$ cat src/logic/smc_pkg.sv
// Package of offsets, field positions, reset values and mode codes for standby control
package smc_pkg;

  localparam int unsigned ADDR_W = 12;

  // Register map
  localparam logic [11:0] CTRL_WORD_OFFS = 12'h000;

  // Field positions
  localparam int unsigned MODE_LSB  = 0;
  localparam int unsigned MODE_MSB  = 2;
  localparam int unsigned FAST_BIT  = 8;
  localparam int unsigned SLOW_BIT  = 9;
  localparam int unsigned PIN_BIT   = 16;
  localparam int unsigned RSVD_BIT  = 17;

  // Mode codes
  typedef enum logic [2:0] {
    SMC_MODE_STOP  = 3'h1,
    SMC_MODE_SLEEP = 3'h2,
    SMC_MODE_IDLE  = 3'h3
  } smc_mode_e;

  // Reset values
  localparam logic [2:0]  MODE_RST = 3'h3;
  localparam logic        FAST_RST = 1'b1;
  localparam logic        SLOW_RST = 1'b0;
  localparam logic        PIN_RST  = 1'b0;
  localparam logic        RSVD_RST = 1'b0;

endpackage

$ cat src/logic/smc_mode_decode.sv
// Decoder of the three-bit low-power mode field into one-hot selects
`timescale 1ns/10ps
module smc_mode_decode
  import smc_pkg::*;
(
  input  wire logic [2:0] mode_in,
  output logic            stop_out,
  output logic            sleep_out,
  output logic            idle_out,
  output logic            rsvd_out
);

  // Reserved codes select none of stop, sleep and idle; they raise rsvd_out
  always_comb
  begin
    stop_out  = 1'b0;
    sleep_out = 1'b0;
    idle_out  = 1'b0;
    rsvd_out  = 1'b0;
    case (mode_in)
      SMC_MODE_STOP:  stop_out  = 1'b1;
      SMC_MODE_SLEEP: sleep_out = 1'b1;
      SMC_MODE_IDLE:  idle_out  = 1'b1;
      default:        rsvd_out  = 1'b1;
    endcase
  end

endmodule

$ cat src/logic/smc_standby_ctrl.sv
// Standby control register with APB slave and decoded mode outputs
//
// Summary of operation
// - Mode field bits 2:0: 001 stop, 010 sleep, 011 idle; resets idle.
// - Bit 8 keeps fast oscillator running after stop release; resets 1.
// - Bit 9 keeps slow oscillator running after stop release; resets 0.
// - Bit 16 makes pins inactive during stop when set; resets 0.
//
// The address map and register access over APB are this design's own decisions.
`timescale 1ns/10ps
module smc_standby_ctrl
  import smc_pkg::*;
(
  input  wire logic                       core_clk_in,
  input  wire logic                       sys_rst_in,
  input  wire logic                       clk_en_in,
  input  wire logic                       psel_in,
  input  wire logic                       penable_in,
  input  wire logic                       pwrite_in,
  input  wire logic [smc_pkg::ADDR_W-1:0] paddr_in,
  input  wire logic [31:0]                pwdata_in,
  input  wire logic [3:0]                 pstrb_in,
  output logic      [31:0]                prdata_out,
  output logic                            pready_out,
  output logic                            pslverr_out,
  output logic      [2:0]                 low_power_mode_select_out,
  output logic                            mode_stop_out,
  output logic                            mode_sleep_out,
  output logic                            mode_idle_out,
  output logic                            mode_reserved_out,
  output logic                            fast_osc_after_wake_out,
  output logic                            slow_osc_after_wake_out,
  output logic                            pin_hold_in_deep_halt_out
);

  import smc_pkg::*;

  logic [2:0] mode_r;
  logic       fast_r;
  logic       slow_r;
  logic       pin_r;
  logic       rsvd_r;
  logic       hit;
  logic       setup;
  logic       wr_en;
  logic       dec_stop;
  logic       dec_sleep;
  logic       dec_idle;
  logic       dec_rsvd;
  logic [31:0] rd_word;

  // Aligned word decode; setup phase only, so access answers one cycle later
  assign hit   = (paddr_in[ADDR_W-1:2] == CTRL_WORD_OFFS[ADDR_W-1:2]);
  assign setup = psel_in && !penable_in;
  assign wr_en = clk_en_in && psel_in && penable_in && pready_out && pwrite_in && hit;

  // Ready pulses in the access phase; a wait state is never inserted
  always_ff @(posedge core_clk_in)
  begin
    if (sys_rst_in)
      pready_out <= 1'b0;
    else if (clk_en_in)
      pready_out <= setup;
  end

  // Error answer for any unmapped address
  always_ff @(posedge core_clk_in)
  begin
    if (sys_rst_in)
      pslverr_out <= 1'b0;
    else if (clk_en_in)
      pslverr_out <= setup && !hit;
  end

  // Mode field, byte lane 0
  always_ff @(posedge core_clk_in)
  begin
    if (sys_rst_in)
      mode_r <= MODE_RST;
    else if (wr_en && pstrb_in[0])
      mode_r <= pwdata_in[MODE_MSB:MODE_LSB];
  end

  // Oscillator choices after stop release, byte lane 1
  always_ff @(posedge core_clk_in)
  begin
    if (sys_rst_in)
    begin
      fast_r <= FAST_RST;
      slow_r <= SLOW_RST;
    end
    else if (wr_en && pstrb_in[1])
    begin
      fast_r <= pwdata_in[FAST_BIT];
      slow_r <= pwdata_in[SLOW_BIT];
    end
  end

  // Pin state in stop and the must-be-zero bit, byte lane 2
  always_ff @(posedge core_clk_in)
  begin
    if (sys_rst_in)
    begin
      pin_r  <= PIN_RST;
      rsvd_r <= RSVD_RST;
    end
    else if (wr_en && pstrb_in[2])
    begin
      pin_r  <= pwdata_in[PIN_BIT];
      rsvd_r <= pwdata_in[RSVD_BIT];
    end
  end

  // Read word; all unused positions are zero
  always_comb
  begin
    rd_word                    = 32'h0000_0000;
    rd_word[MODE_MSB:MODE_LSB] = mode_r;
    rd_word[FAST_BIT]          = fast_r;
    rd_word[SLOW_BIT]          = slow_r;
    rd_word[PIN_BIT]           = pin_r;
    rd_word[RSVD_BIT]          = rsvd_r;
  end

  // Read data registered at setup so it stands during access
  always_ff @(posedge core_clk_in)
  begin
    if (sys_rst_in)
      prdata_out <= 32'h0000_0000;
    else if (clk_en_in)
      prdata_out <= (setup && !pwrite_in && hit) ? rd_word : 32'h0000_0000;
  end

  smc_mode_decode u_dec (
    .mode_in   (mode_r),
    .stop_out  (dec_stop),
    .sleep_out (dec_sleep),
    .idle_out  (dec_idle),
    .rsvd_out  (dec_rsvd)
  );

  // Registered outputs lag the register by one cycle, keeping outputs glitch free
  always_ff @(posedge core_clk_in)
  begin
    if (sys_rst_in)
    begin
      low_power_mode_select_out <= MODE_RST;
      mode_stop_out             <= 1'b0;
      mode_sleep_out            <= 1'b0;
      mode_idle_out             <= 1'b1;
      mode_reserved_out         <= 1'b0;
      fast_osc_after_wake_out   <= FAST_RST;
      slow_osc_after_wake_out   <= SLOW_RST;
      pin_hold_in_deep_halt_out <= PIN_RST;
    end
    else if (clk_en_in)
    begin
      low_power_mode_select_out <= mode_r;
      mode_stop_out             <= dec_stop;
      mode_sleep_out            <= dec_sleep;
      mode_idle_out             <= dec_idle;
      mode_reserved_out         <= dec_rsvd;
      fast_osc_after_wake_out   <= fast_r;
      slow_osc_after_wake_out   <= slow_r;
      pin_hold_in_deep_halt_out <= pin_r;
    end
  end

endmodule

$ cat config.mk
export PLATFORM = sky130hd
export DESIGN_NAME = smc_standby_ctrl
export DESIGN_NICKNAME = d
export VERILOG_FILES = /design/src/logic/smc_pkg.sv /design/src/logic/smc_mode_decode.sv /design/src/logic/smc_standby_ctrl.sv
export SDC_FILE = /design/constraint.sdc
export NUM_CORES = 1
export LEC_CHECK = 0
export BUFFER_PORTS_ARGS = -buffer_cell sky130_fd_sc_hd__buf_2
export CORE_ASPECT_RATIO = 1.2
export CORE_UTILIZATION = 39
export DETAILED_ROUTE_END_ITERATION = 6
export GPL_TIMING_DRIVEN = 0
export PLACE_DENSITY = 0.79
export SETUP_SLACK_MARGIN = 0.15
export SLEW_MARGIN = 10
export SYNTH_ARGS = -nofsm -noshare
export SYNTH_HDL_FRONTEND = slang
export SYNTH_SLANG_ARGS = --single-unit
$ cat constraint.sdc
create_clock -name core_clk_in -period 1.28 [get_ports core_clk_in]
set_input_delay 0.064 -clock core_clk_in [delete_from_list [all_inputs] [get_ports core_clk_in]]
set_output_delay 0.064 -clock core_clk_in [all_outputs]
set_load 0.01 [all_outputs]
After elaboration in Yosys (flattened, before gate mapping). Index checks and enable logic that the tools add are counted.

Bits in registers: 51. Word-level logic and storage cells: 41. Input port bits: 54. Output and inout bits: 44.

Equal/unequal tests: 3. Mux-type cells: 5. Reduce and logical (&&, ||, !) cells: 17.

Operators by type and width (number): $mux W18 (1); $logic_and A1 B1 Y1 (12); $logic_not A10 Y1 (1); $eq A3 B2 Y1 const B (2); $mux W1 (4); $eq A3 B1 Y1 const B (1); $logic_not A1 Y1 (3); $reduce_or A3 Y1 (1).

Longest topological paths before layout. Gate-level depths: netlist (run 1).

Depth after elaboration: 6. Gate-level depth with buffers: 5. Gate-level depth less buffers: 4.

Cells and area by module. From an unflattened synthesis (run 1), not the netlist that was laid out.

Cell total of the unflattened synthesis: 135. Area total of the unflattened synthesis: 1292.5 um2.

By module, submodules not included: smc_standby_ctrl (instances 1, cells each 131, area an instance 1260.0 um2, sequential area each 520.5 um2); smc_mode_decode (instances 1, cells each 4, area an instance 32.5 um2, sequential area each 0.0 um2).

Worst setup path before layout (run 1). No wires, ideal clock.

Kind: reg-to-reg. From: register pready_out. To: register mode_r[2]. Arrival: 1132 ps. Required time: 1209 ps. Setup slack: 78 ps. Buffers on the path: 1. Stages on the path, launching flop included: 6. Setup time: 71 ps. Period minus slack after synthesis: 1202 ps. Cell sequence: dfxtp_1 and3_1 and3_1 clkbuf_1 nand4_1 a21oi_1.

Longest elaborated chain between the ends: 4.

Ends and longest elaborated chain: from (decl) (RTL line smc_standby_ctrl.sv:24) `output logic pready_out,`; from (signal assigned) (RTL line smc_standby_ctrl.sv:63) `pready_out <= setup;`; $logic_and A1 B1 Y1 (3 in a row) (RTL line smc_standby_ctrl.sv:55) `assign wr_en = clk_en_in && psel_in && penable_in && pready_out && pwrite_in && hit;`; $logic_and A1 B1 Y1 (RTL line smc_standby_ctrl.sv:80) `else if (wr_en && pstrb_in[0])`; to (signal assigned) (RTL line smc_standby_ctrl.sv:81) `mode_r <= pwdata_in[MODE_MSB:MODE_LSB];`; to (decl) (RTL line smc_standby_ctrl.sv:38) `logic [2:0] mode_r;`.

No other way between the ends. A chain may end at the register's enable or synchronous reset.

Worst setup path in the final report (run 1).
From: register pready_out. To: register pin_r.

Longest elaborated chain between the ends: 4.

Ends and longest elaborated chain: $logic_and A1 B1 Y1 (3 in a row) (RTL line smc_standby_ctrl.sv:55); $logic_and A1 B1 Y1 (RTL line smc_standby_ctrl.sv:107) `else if (wr_en && pstrb_in[2])`; to (signal assigned) (RTL line smc_standby_ctrl.sv:109) `pin_r <= pwdata_in[PIN_BIT];`; to (decl) (RTL line smc_standby_ctrl.sv:41) `logic pin_r;`.

No other way between the ends.

==> results of run 1 <==
-- sequential cells by signal, summed over array words and instances (netlist names) --
| name | count |
|---|---|
| fast_r | 1 |
| mode_reserved_out | 1 |
| pin_hold_in_deep_halt_out | 1 |
| pin_r | 1 |
| slow_r | 1 |
| low_power_mode_select_out | 3 |
| rsvd_r | 1 |
| mode_sleep_out | 1 |
| mode_idle_out | 1 |
| prdata_out | 7 |
| mode_stop_out | 1 |
| pready_out | 1 |
| pslverr_out | 1 |
| slow_osc_after_wake_out | 1 |
| mode_r | 3 |
| fast_osc_after_wake_out | 1 |
-- synth_stat cells --
cell / instances / area share
a211oi_1: 1 / 0.0060
a21oi_1: 7 / 0.028
a21oi_2: 1 / 0.0070
a22o_1: 6 / 0.042
a2bb2oi_1: 1 / 0.0070
and3_1: 3 / 0.015
buf_2: 2 / 0.0080
buf_4: 25 / 0.15
clkbuf_1: 3 / 0.0090
conb_1: 1 / 0.0030
dfxtp_1: 26 / 0.42
inv_1: 6 / 0.018
mux2i_1: 6 / 0.048
nand2_1: 8 / 0.024
nand2b_1: 1 / 0.0050
nand3_1: 5 / 0.020
nand3_2: 1 / 0.0080
nand3b_1: 1 / 0.0060
nand4_1: 8 / 0.040
nor2_1: 11 / 0.033
nor2b_1: 1 / 0.0050
nor3_2: 1 / 0.0080
nor4_4: 2 / 0.034
nor4bb_1: 1 / 0.0080
o21ai_0: 4 / 0.016
o21ai_1: 1 / 0.0040
o31ai_1: 3 / 0.018
or3_1: 2 / 0.010
-- metal layers --
layer / GRT usage / vias to the layer above / wire length [um]
met1: 0.181 / 504 / 1120
met5: 0 / - / 0
met2: 0.302 / 51 / 1310
li1: - / 589 / -
met3: 0.0405 / 7 / 221
met4: 0.0789 / 0 / 52
-- layout by cell type (no fill, tap or decap), types with 2 or more instances in the layout --
cell type and n:
dfxtp_1 25, nand2_1 8, conb_1 25, nor4_4 2, nand3_1 5, nor2_1 11, o21ai_1 3, o21ai_0 2
clkbuf_4 3, dlygate4sd3_1 8, o31ai_1 2, a22o_1 6, or3_1 2, buf_4 26, mux2i_1 6, inv_1 6
a21oi_1 7, buf_2 45, nand4_1 8, clkbuf_1 2, and3_1 2
-- area by class of cell --
cell class                      instances  area, um2
Clock buffer                            3       22.5
Sequential cell                        26        522
Buffer                                 30        219
Inverter                                6       22.5
Fill cell                             289       1300
Multi-Input combinational cell        100        594
Timing Repair Buffer                   52        303
Clock inverter                          1       30.0
Tap cell                               36       45.0
-- cell families after synthesis --
group	synth area share
buf+inv	0.186
compound gates	0.129
mux	0.0482
other cells	0.00301
flops	0.418
simple gates	0.217
-- worst min path at each step --
stage / from / end / slack (ns) / cells after the start
floorplan: clk_en_in / low_power_mode_select_out[0] / 0.21 / 2
global placement: pwdata_in[2] / mode_r[2] / 0.33 / 3
detailed placement: pwdata_in[17] / rsvd_r / 0.33 / 3
CTS: pstrb_in[2] / rsvd_r / 0.008 / 3
global route: pstrb_in[1] / slow_r / 0.01 / 3
finish: pstrb_in[0] / mode_r[2] / 0.01 / 3
-- worst register-to-register path, stage by stage (launching register included) --
cell	delay (ns)
dfxtp_2	0.35
and3_4	0.18
and3_1	0.16
clkbuf_8	0.15
nand4_1	0.09
a21oi_1	0.13
-- timing repair --
action,CTS,global route
endpoints found under the setup margin,4,8
buffers inserted,1,0
resized for setup,2,3
endpoints found under the hold margin,7,1
pin swaps,2,2
hold buffers,7,1
-- power groups by stage --
stage | registers [mW] | clock network (mW) | logic [mW]
finish | 0.820 | 0.570 | 0.232
global route | 0.821 | 0.608 | 0.255
CTS | 0.820 | 0.572 | 0.225
detailed placement | 0.838 | 0 | 0.206
global placement | 0.838 | 0 | 0.205
floorplan | 0.841 | 0 | 0.135
==> flow_metrics.py, run 1 <==
metrics = {
    "setup_path": {
        "slowest_stage": "dfxtp_2",
        "worstReg2RegStart": "pready_out",
        "path_cells": "and3_4 > and3_1 > clkbuf_8 > nand4_1 > a21oi_1",
        "worstSetupPathType": "flip-flop to flip-flop",
        "crit_start": "pready_out",
        "crit_buf_inv": 1,
        "crit_family": "simple AND/OR/NAND/NOR gates",
        "reg2regPathDepth": 5,
        "reg2reg_slack_ns": 0.16,
        "slowest_delay_ns": 0.35,
        "r2r-end": "pin_r",
        "cp-start-kind": "flip-flop",
        "worstSetupEndpointType": "flip-flop",
        "worstPathMaxFanout": 7,
        "worstPathArrival_ns": 1.39,
        "crit_path_end": "pin_r",
        "cp_data_required_time_ns": 1.55,
        "path_depth": 5,
    },
    "sta": {
        "hold_viol_final": 0,
        "setup_viol": 0,
        "layout_setup_ws_ns": 0.160,
        "min_period_ns": 1.12,
        "post-route-period-util": 0.875,
        "holdWs_ns": 0.0122,
        "setup_tns_ns": 0,
        "finClkSkew_ns": 0.00152,
        "grt_setup_unrepaired": "true",
        "slew_violations": 0,
        "fmax_ghz": 0.893,
    },
    "power_and_ir_drop": {
        "comb_power_share": 0.143,
        "switching_share": 0.229,
        "power_leakage_nw": 0.873,
        "ir_drop_uv": 623,
        "p_sw_uw": 371,
        "power.density_nw_per_um2": 922,
        "total_power_mw": 1.62,
        "p_clk_frac": 0.351,
        "internal_power_mw": 1.25,
        "seqPwrFrac": 0.506,
    },
    "die": {
        "die_x_um": 53.6,
        "ios": 98,
        "fp.coreArea_um2": 3060,
        "dieHeight_um": 63.9,
        "fp.dieArea_um2": 3430,
        "rows": 22,
        "start_util": 0.408,
    },
    "drt": {
        "routedWlPerCell_um": 10.6,
        "via_per_inst": 4.53,
        "routed_wl_um": 2710,
        "route.detailed.drc": 0,
        "drtIter0Drc": 23,
        "ant_nets": 0,
        "via_count": 1151,
        "dr.pass1.iters": 6,
    },
    "global_routing": {
        "grt_start_max_net_pins": 16,
        "antenna_found_initial": 0,
        "grt_pass1_vias": 1089,
        "grt_usage": 0.170,
        "gr-total-overflow": 0,
        "grt_pass1_wl_um": 4350,
    },
    "synth": {
        "yosysUniqueCellTypes": 28,
        "syn-cell-area_um2": 1250,
        "synth_seq_cells": 26,
        "syn_inst": 138,
        "avgSynthCellArea_um2": 9.03,
        "yosys_warnings": 0,
        "ys_seq_area_frac": 0.418,
    },
    "layout": {
        "layout.nets": 273,
        "antenna_cells": 0,
        "fin_area_um2": 1760,
        "layout-drive-gt1-share": 0.385,
        "area_growth_pct": 41.1,
        "utilization": 0.575,
        "fin_cells": 254,
    },
    "clocking": {
        "path_clk_slew_ns": 0.14,
        "cts.root.buffer_cell": "clkbuf_4",
        "cts.path.max_buffers": 2,
        "cts_buffers": 3,
        "cts_sinks": 26,
        "clk_latency_ns": 0.33,
        "cts_tree": "built",
        "h-tree-depth": 1,
    },
    "placed_design": {
        "gp_congestion": 0.750,
        "postPlaceCellArea_um2": 1600,
        "place_hpwl_um": 2070,
        "port_buffers": 43,
        "pre_cts_ws_ns": -0.0704,
        "dp.cells": 241,
    },
    "hold_path": {
        "hp-class": "input port to flip-flop",
    },
    "outcome": {
        "status": "complete, no violations",
    },
    "flow_run": {
        "drv_cap": 0,
    },
}
Note: power is estimated with default switching activity, not from simulation.
==> inputs of run 2 (changes only) <==
- ABC_AREA: not set -> 1
- CORE_UTILIZATION: 39 -> 40
==> run 2 against run 1 <==
  * Setup slack better by 0.083 ns
  * Clock power is 2% lower
  * Sequential power is 0.9% higher
  * Count of clock-buffer cells in the layout stayed put
  * Critical endpoint is now slow_r
  * Cell count is 14% higher
  * Global-route usage is 1.5 points lower
==> flow_metrics.py, run 2 <==
metrics = {
    "outcome": {
        "status": "complete, no violations",
    },
    "placed_design": {
        "place_hpwl_um": 2170,
        "port_buffers": 42,
        "dp.cells": 282,
        "gp_congestion": 0.798,
    },
    "clocking": {
        "cts.path.max_buffers": 2,
        "h-tree-depth": 1,
        "cts_resized": 0,
        "clk_latency_ns": 0.32,
        "cts_sinks": 26,
        "cts_buffers": 3,
        "cts.root.buffer_cell": "clkbuf_4",
        "cts_tree": "built",
        "path_clk_slew_ns": 0.15,
    },
    "global_routing": {
        "antenna_found_initial": 0,
        "use_met1": 0.190,
        "grt_start_max_net_pins": 16,
        "grt_pass1_vias": 1060,
        "grt.met2_usage": 0.271,
        "grt_usage": 0.155,
        "grt.busiest_layer": "met2",
        "grt_use_met3": 0.0139,
        "grt_pass1_wl_um": 4220,
        "gr-total-overflow": 0,
    },
    "sta": {
        "holdWs_ns": 0.00603,
        "finClkSkew_ns": 0.00906,
        "fmax_ghz": 0.964,
        "setup_viol": 0,
        "slew_violations": 0,
        "hold_viol_final": 0,
        "post-route-period-util": 0.810,
        "setup_tns_ns": 0,
        "grt_setup_unrepaired": "false",
        "min_period_ns": 1.04,
    },
    "power_and_ir_drop": {
        "seqPwrFrac": 0.509,
        "p_sw_uw": 374,
        "internal_power_mw": 1.25,
        "comb_power_share": 0.148,
        "ir_drop_uv": 587,
        "p_clk_frac": 0.343,
        "switching_share": 0.230,
        "power.density_nw_per_um2": 920,
        "power_leakage_nw": 0.946,
    },
    "setup_path": {
        "cp-start-kind": "flip-flop",
        "slowest_delay_ns": 0.39,
        "crit_path_end": "slow_r",
        "worstReg2RegStart": "pready_out",
        "reg2regPathDepth": 6,
        "reg2reg_slack_ns": 0.24,
        "worstSetupEndpointType": "flip-flop",
        "worstPathMaxFanout": 5,
        "worstSetupPathType": "flip-flop to flip-flop",
        "cp_data_required_time_ns": 1.55,
        "worstPathArrival_ns": 1.31,
        "path_cells": "nand2_2 > nor2_4 > nand3_1 > nand2_1 > inv_1 > nor2_1",
        "r2r-end": "slow_r",
        "crit_start": "pready_out",
        "slowest_stage": "dfxtp_1",
    },
    "die": {
        "ios": 98,
        "fp.coreArea_um2": 3110,
        "die_x_um": 54.7,
        "fp.dieArea_um2": 3570,
        "dieHeight_um": 65.3,
        "rows": 22,
        "start_util": 0.429,
    },
    "synth": {
        "synth_flop_cell": "dfxtp_1",
        "synth_edf_count": 0,
        "yosys_warnings": 0,
        "synth_area_leaders": "dfxtp_1 39%, buf_4 15%, nand2_1 9.8%",
        "avgSynthCellArea_um2": 7.41,
        "syn_inst": 180,
        "synth_most_common_cell": "nand2_1",
        "yosysUniqueCellTypes": 20,
        "synth_top_area_cell": "dfxtp_1",
        "syn-cell-area_um2": 1330,
        "synth_seq_cells": 26,
        "yosysTopAreaCellShare": 0.390,
        "synth_async_sr_flop_share": 0,
        "ys_seq_area_frac": 0.390,
        "synth_common_cells": "35 x nand2_1, 27 x buf_4, 26 x dfxtp_1",
    },
    "layout": {
        "area_growth_pct": 32.4,
        "antenna_cells": 0,
        "final_cell_mix": "42 x buf_2, 35 x nand2_1, 28 x buf_4",
        "fill_cells": 322,
        "largest_registers": "prdata_out (7), low_power_mode_select_out (3), mode_r (3)",
        "largest_reg_flops": 7,
        "top_register": "prdata_out",
        "layout.nets": 309,
        "fin_cells": 290,
        "mostFrequentLayoutCell": "buf_2",
        "layout-drive-gt1-share": 0.339,
    },
    "hold_path": {
        "hold_path_depth": 3,
        "hp-start": "pwdata_in[8]",
        "hp-class": "input port to flip-flop",
    },
    "drt": {
        "ant_nets": 0,
        "routed_wl_um": 2760,
        "via_per_inst": 4.36,
        "route.detailed.drc": 0,
        "via_count": 1263,
        "drtIter0Drc": 26,
        "routedWlPerCell_um": 9.51,
        "dr.pass1.iters": 4,
    },
    "flow_run": {
        "drv_cap": 0,
    },
}
==> run 2: changes by cell type after synthesis, moves of 5 or more <==
cell     change
nand2_1     +27
inv_1       +18
a21oi_1      +8
a22o_1       -6
mux2i_1      -6
nand4_1      +6
nand3_1      +5
==> run 2: stage by stage <==
step | total power, mW | cell area [um2] | setup WS, ns | util
floorplan | 1.01 | 1420 | 0.264 | -
global placement | 1.07 | 1680 | 0.248 | 0.540
detailed placement | 1.08 | 1680 | 0.198 | 0.540
CTS | 1.62 | 1740 | 0.178 | 0.560
global route | 1.69 | 1770 | 0.157 | 0.568
finish | 1.62 | 1770 | 0.243 | 0.568
==> run 2: power groups by stage <==
stage                     Combinational (mW)  Clock [mW]  Sequential (mW)
after floorplan                        0.158           0            0.851
after global placement                 0.229           0            0.845
after detailed placement               0.231           0            0.845
after CTS                              0.234       0.563            0.827
after global routing                   0.270       0.595            0.829
final                                  0.240       0.558            0.827
==> run 2: layout make-up <==
cell class | count | area (um2) | share of cell area
Buffer | 32 | 236 | 0.134
Clock buffer | 3 | 22.5 | 0.0128
Clock inverter | 1 | 30.0 | 0.0170
Inverter | 24 | 90.1 | 0.0510
Multi-Input combinational cell | 123 | 583 | 0.330
Sequential cell | 26 | 520 | 0.295
Tap cell | 36 | 45.0 | 0.0255
Timing Repair Buffer | 45 | 238 | 0.135
==> run 2: routing by layer <==
metal  routed length [um]  up-vias
li1                     -      678
met1                 1190      538
met2                 1380       43
met3                  156        4
met4                   32        0
met5                    0        -
==> run 2: worst min path at each step <==
| stage | slack (ns) | endpoint |
|---|---|---|
| global placement | 0.33 | fast_r |
| global route | 0.002 | fast_r |
| floorplan | 0.23 | pready_out |
| CTS | 0.000009 | mode_r[0] |
| detailed placement | 0.34 | fast_r |
| finish | 0.006 | fast_r |
==> run 2: logic make-up (layout without fill, tap and decap cells) <==
logic type      Yosys count  after routing  share of synthesized area
buf+inv                  56            105                      0.245
other cells               1             25                    0.00281
compound gates           19             19                     0.0722
simple gates             78             79                      0.290
flops                    26             26                      0.390
==> run 2: worst max-delay path: cells and delay by family (launching register included) <==
family,cells,cell delay [ns]
DFF,1,0.39
and+or+nand+nor,5,0.55
buffers and inverters,1,0.04
==> run 2: repair_timing <==
action	in CTS	in global routing
setup buffers	0	1
hold buffers	1	1
endpoints found under the setup margin	0	4
endpoints found under the hold margin	1	1
==> inputs of run 3 (changes only) <==
- ABC_AREA: 1 -> 0
- CORE_UTILIZATION: 40 -> 35
- PLACE_DENSITY: 0.79 -> 0.75
- clock period: 1.28 -> 0.9 ns (I/O delays scaled with it)
==> run 3 against run 2 <==
  * The flow now finishes with violations (negative setup slack)
  * Combinational power grew 40%
  * Hold slack gained 0.026 ns
  * Global-route usage is 0.66 points lower
  * Via count decreased by 8.5%
  * First-iteration DRC count increased by 12%
  * Wire length fell by 1.2%
  * Setup slack lost 0.46 ns
  * Critical path depth decreased by 1
  * Clock power grew 72%
  * Critical endpoint is now rsvd_r
==> flow_metrics.py, run 3 (same netlist as run 1, synthesis figures left out) <==
metrics = {
    "power_and_ir_drop": {
        "internal_power_mw": 1.93,
        "ir_drop_uv": 855,
        "comb_power_share": 0.136,
        "power.density_nw_per_um2": 1240,
        "switching_share": 0.216,
        "p_sw_uw": 530,
        "seqPwrFrac": 0.474,
        "p_clk_frac": 0.390,
        "power_leakage_nw": 0.941,
    },
    "layout": {
        "area_growth_pct": 59.4,
        "largest_registers": "prdata_out (7), low_power_mode_select_out (3), mode_r (3)",
        "layout.nets": 276,
        "largest_reg_flops": 7,
        "antenna_cells": 0,
        "layout-drive-gt1-share": 0.543,
        "final_cell_mix": "34 x buf_4, 27 x buf_6, 25 x conb_1",
        "top_register": "prdata_out",
        "mostFrequentLayoutCell": "buf_4",
        "fill_cells": 302,
        "fin_area_um2": 1990,
    },
    "clocking": {
        "holdBufCountCts": 0,
        "path_clk_slew_ns": 0.09,
        "cts.path.max_buffers": 2,
        "cts.root.buffer_cell": "clkbuf_8",
        "cts_buffers": 3,
        "clk_latency_ns": 0.27,
        "cts_sinks": 26,
        "h-tree-depth": 1,
        "cts_tree": "built",
    },
    "die": {
        "start_util": 0.370,
        "dieHeight_um": 67.4,
        "fp.coreArea_um2": 3370,
        "die_x_um": 56.5,
        "rows": 23,
        "ios": 98,
        "fp.dieArea_um2": 3800,
    },
    "sta": {
        "grt_setup_unrepaired": "true",
        "finClkSkew_ns": 0.00134,
        "fmax_ghz": 0.894,
        "setup_viol": 17,
        "hold_viol_final": 0,
        "min_period_ns": 1.12,
        "layout_setup_ws_ns": -0.219,
        "slew_violations": 0,
        "post-route-period-util": 1.24,
    },
    "drt": {
        "via_count": 1156,
        "routed_wl_um": 2730,
        "ant_nets": 0,
        "via_per_inst": 4.48,
        "drtIter0Drc": 29,
        "route.detailed.drc": 0,
        "routedWlPerCell_um": 10.6,
        "dr.pass1.iters": 4,
    },
    "outcome": {
        "violations": "negative setup slack",
        "status": "finished with violations",
    },
    "setup_path": {
        "worstReg2RegStart": "pready_out",
        "cp_data_required_time_ns": 1.10,
        "reg2reg_slack_ns": -0.22,
        "r2r-end": "rsvd_r",
        "worstSetupEndpointType": "flip-flop",
        "worstSetupPathType": "flip-flop to flip-flop",
        "cp-start-kind": "flip-flop",
        "reg2regPathDepth": 5,
        "worstPathMaxFanout": 7,
        "worstPathArrival_ns": 1.32,
    },
    "global_routing": {
        "grt_pass1_wl_um": 4430,
        "antenna_found_initial": 0,
        "grt_start_max_net_pins": 16,
        "grt_usage": 0.148,
        "gr-total-overflow": 0,
        "grt_pass1_vias": 1081,
    },
    "placed_design": {
        "port_buffers": 43,
        "gp_congestion": 0.777,
        "pre_cts_ws_ns": -0.412,
        "place_hpwl_um": 2110,
        "postPlaceCellArea_um2": 1620,
    },
    "hold_path": {
        "hold_path_depth": 3,
        "hold_path_end": "mode_r[2]",
        "hp-class": "input port to flip-flop",
        "hp-start": "pwdata_in[2]",
    },
    "flow_run": {
        "drv_cap": 0,
    },
}
-- run 3: cell types whose count changed in the layout (fill, tap and decap cells not counted), moves of 8 or more --
cell / delta
nand2_1: -28
buf_6: +25
dfxtp_1: -22
buf_2: -21
dfxtp_2: +21
inv_1: -18
a21oi_1: -8
-- run 3: stage by stage --
step,instances,setup TNS [ns],hold slack (ns),utilization,power [mW]
floorplan,162,-1.80,0.180,-,1.39
global placement,242,-4.65,0.326,0.482,1.49
detailed placement,242,-5.17,0.329,0.482,1.49
CTS,256,-1.74,0.0267,0.577,2.46
global route,258,-2.73,0.0474,0.590,2.54
finish,258,-1.68,0.0318,0.590,2.46
-- run 3: area by class of cell --
type                    instances  area [um2]  area share
clock inverters                 1        30.0      0.0151
plain buffers                  30         228       0.115
clock buffers                   3        41.3      0.0208
inverters                       6        22.5      0.0113
multi-input cells             100         608       0.306
repair buffers                 55         460       0.232
flip-flops and latches         26         551       0.277
well taps                      37        46.3      0.0233
-- run 3: layer usage --
layer / track usage / vias to the layer above / wire length [um]
met2: 0.282 / 49 / 1400
met4: 0.0823 / 0 / 63
li1: - / 597 / -
met5: 0 / - / 0
met1: 0.162 / 504 / 1080
met3: 0.0134 / 6 / 181
-- run 3: worst max path at each step --
stage / start / to / slack, ns
after floorplan: pready_out / mode_r[2] / -0.15
after global routing: pready_out / rsvd_r / -0.25
final: pready_out / rsvd_r / -0.22
after CTS: pready_out / rsvd_r / -0.25
after global placement: paddr_in[3] / prdata_out[9] / -0.39
after detailed placement: paddr_in[3] / prdata_out[9] / -0.41
-- run 3: critical path, stage by stage (launching register included) --
cell and delay (ns):
dfxtp_2 0.33, and3_4 0.18, and3_4 0.18, buf_8 0.11, nand4_1 0.09, a21oi_1 0.16
-- run 3: power groups by stage --
stage	sequential [mW]	clock, mW	combinational [mW]
floorplan	1.20	0	0.195
global placement	1.19	0	0.295
detailed placement	1.19	0	0.297
CTS	1.16	0.973	0.323
global route	1.17	1.00	0.365
finish	1.16	0.957	0.335
-- run 3: repair_timing --
action / 4_1_cts / 5_1_grt
endpoints found under the setup margin: 38 / 42
setup buffers: 10 / 2
resized for setup: 48 / 7
pin swaps: 3 / 7
endpoints found under the hold margin: 0 / 0
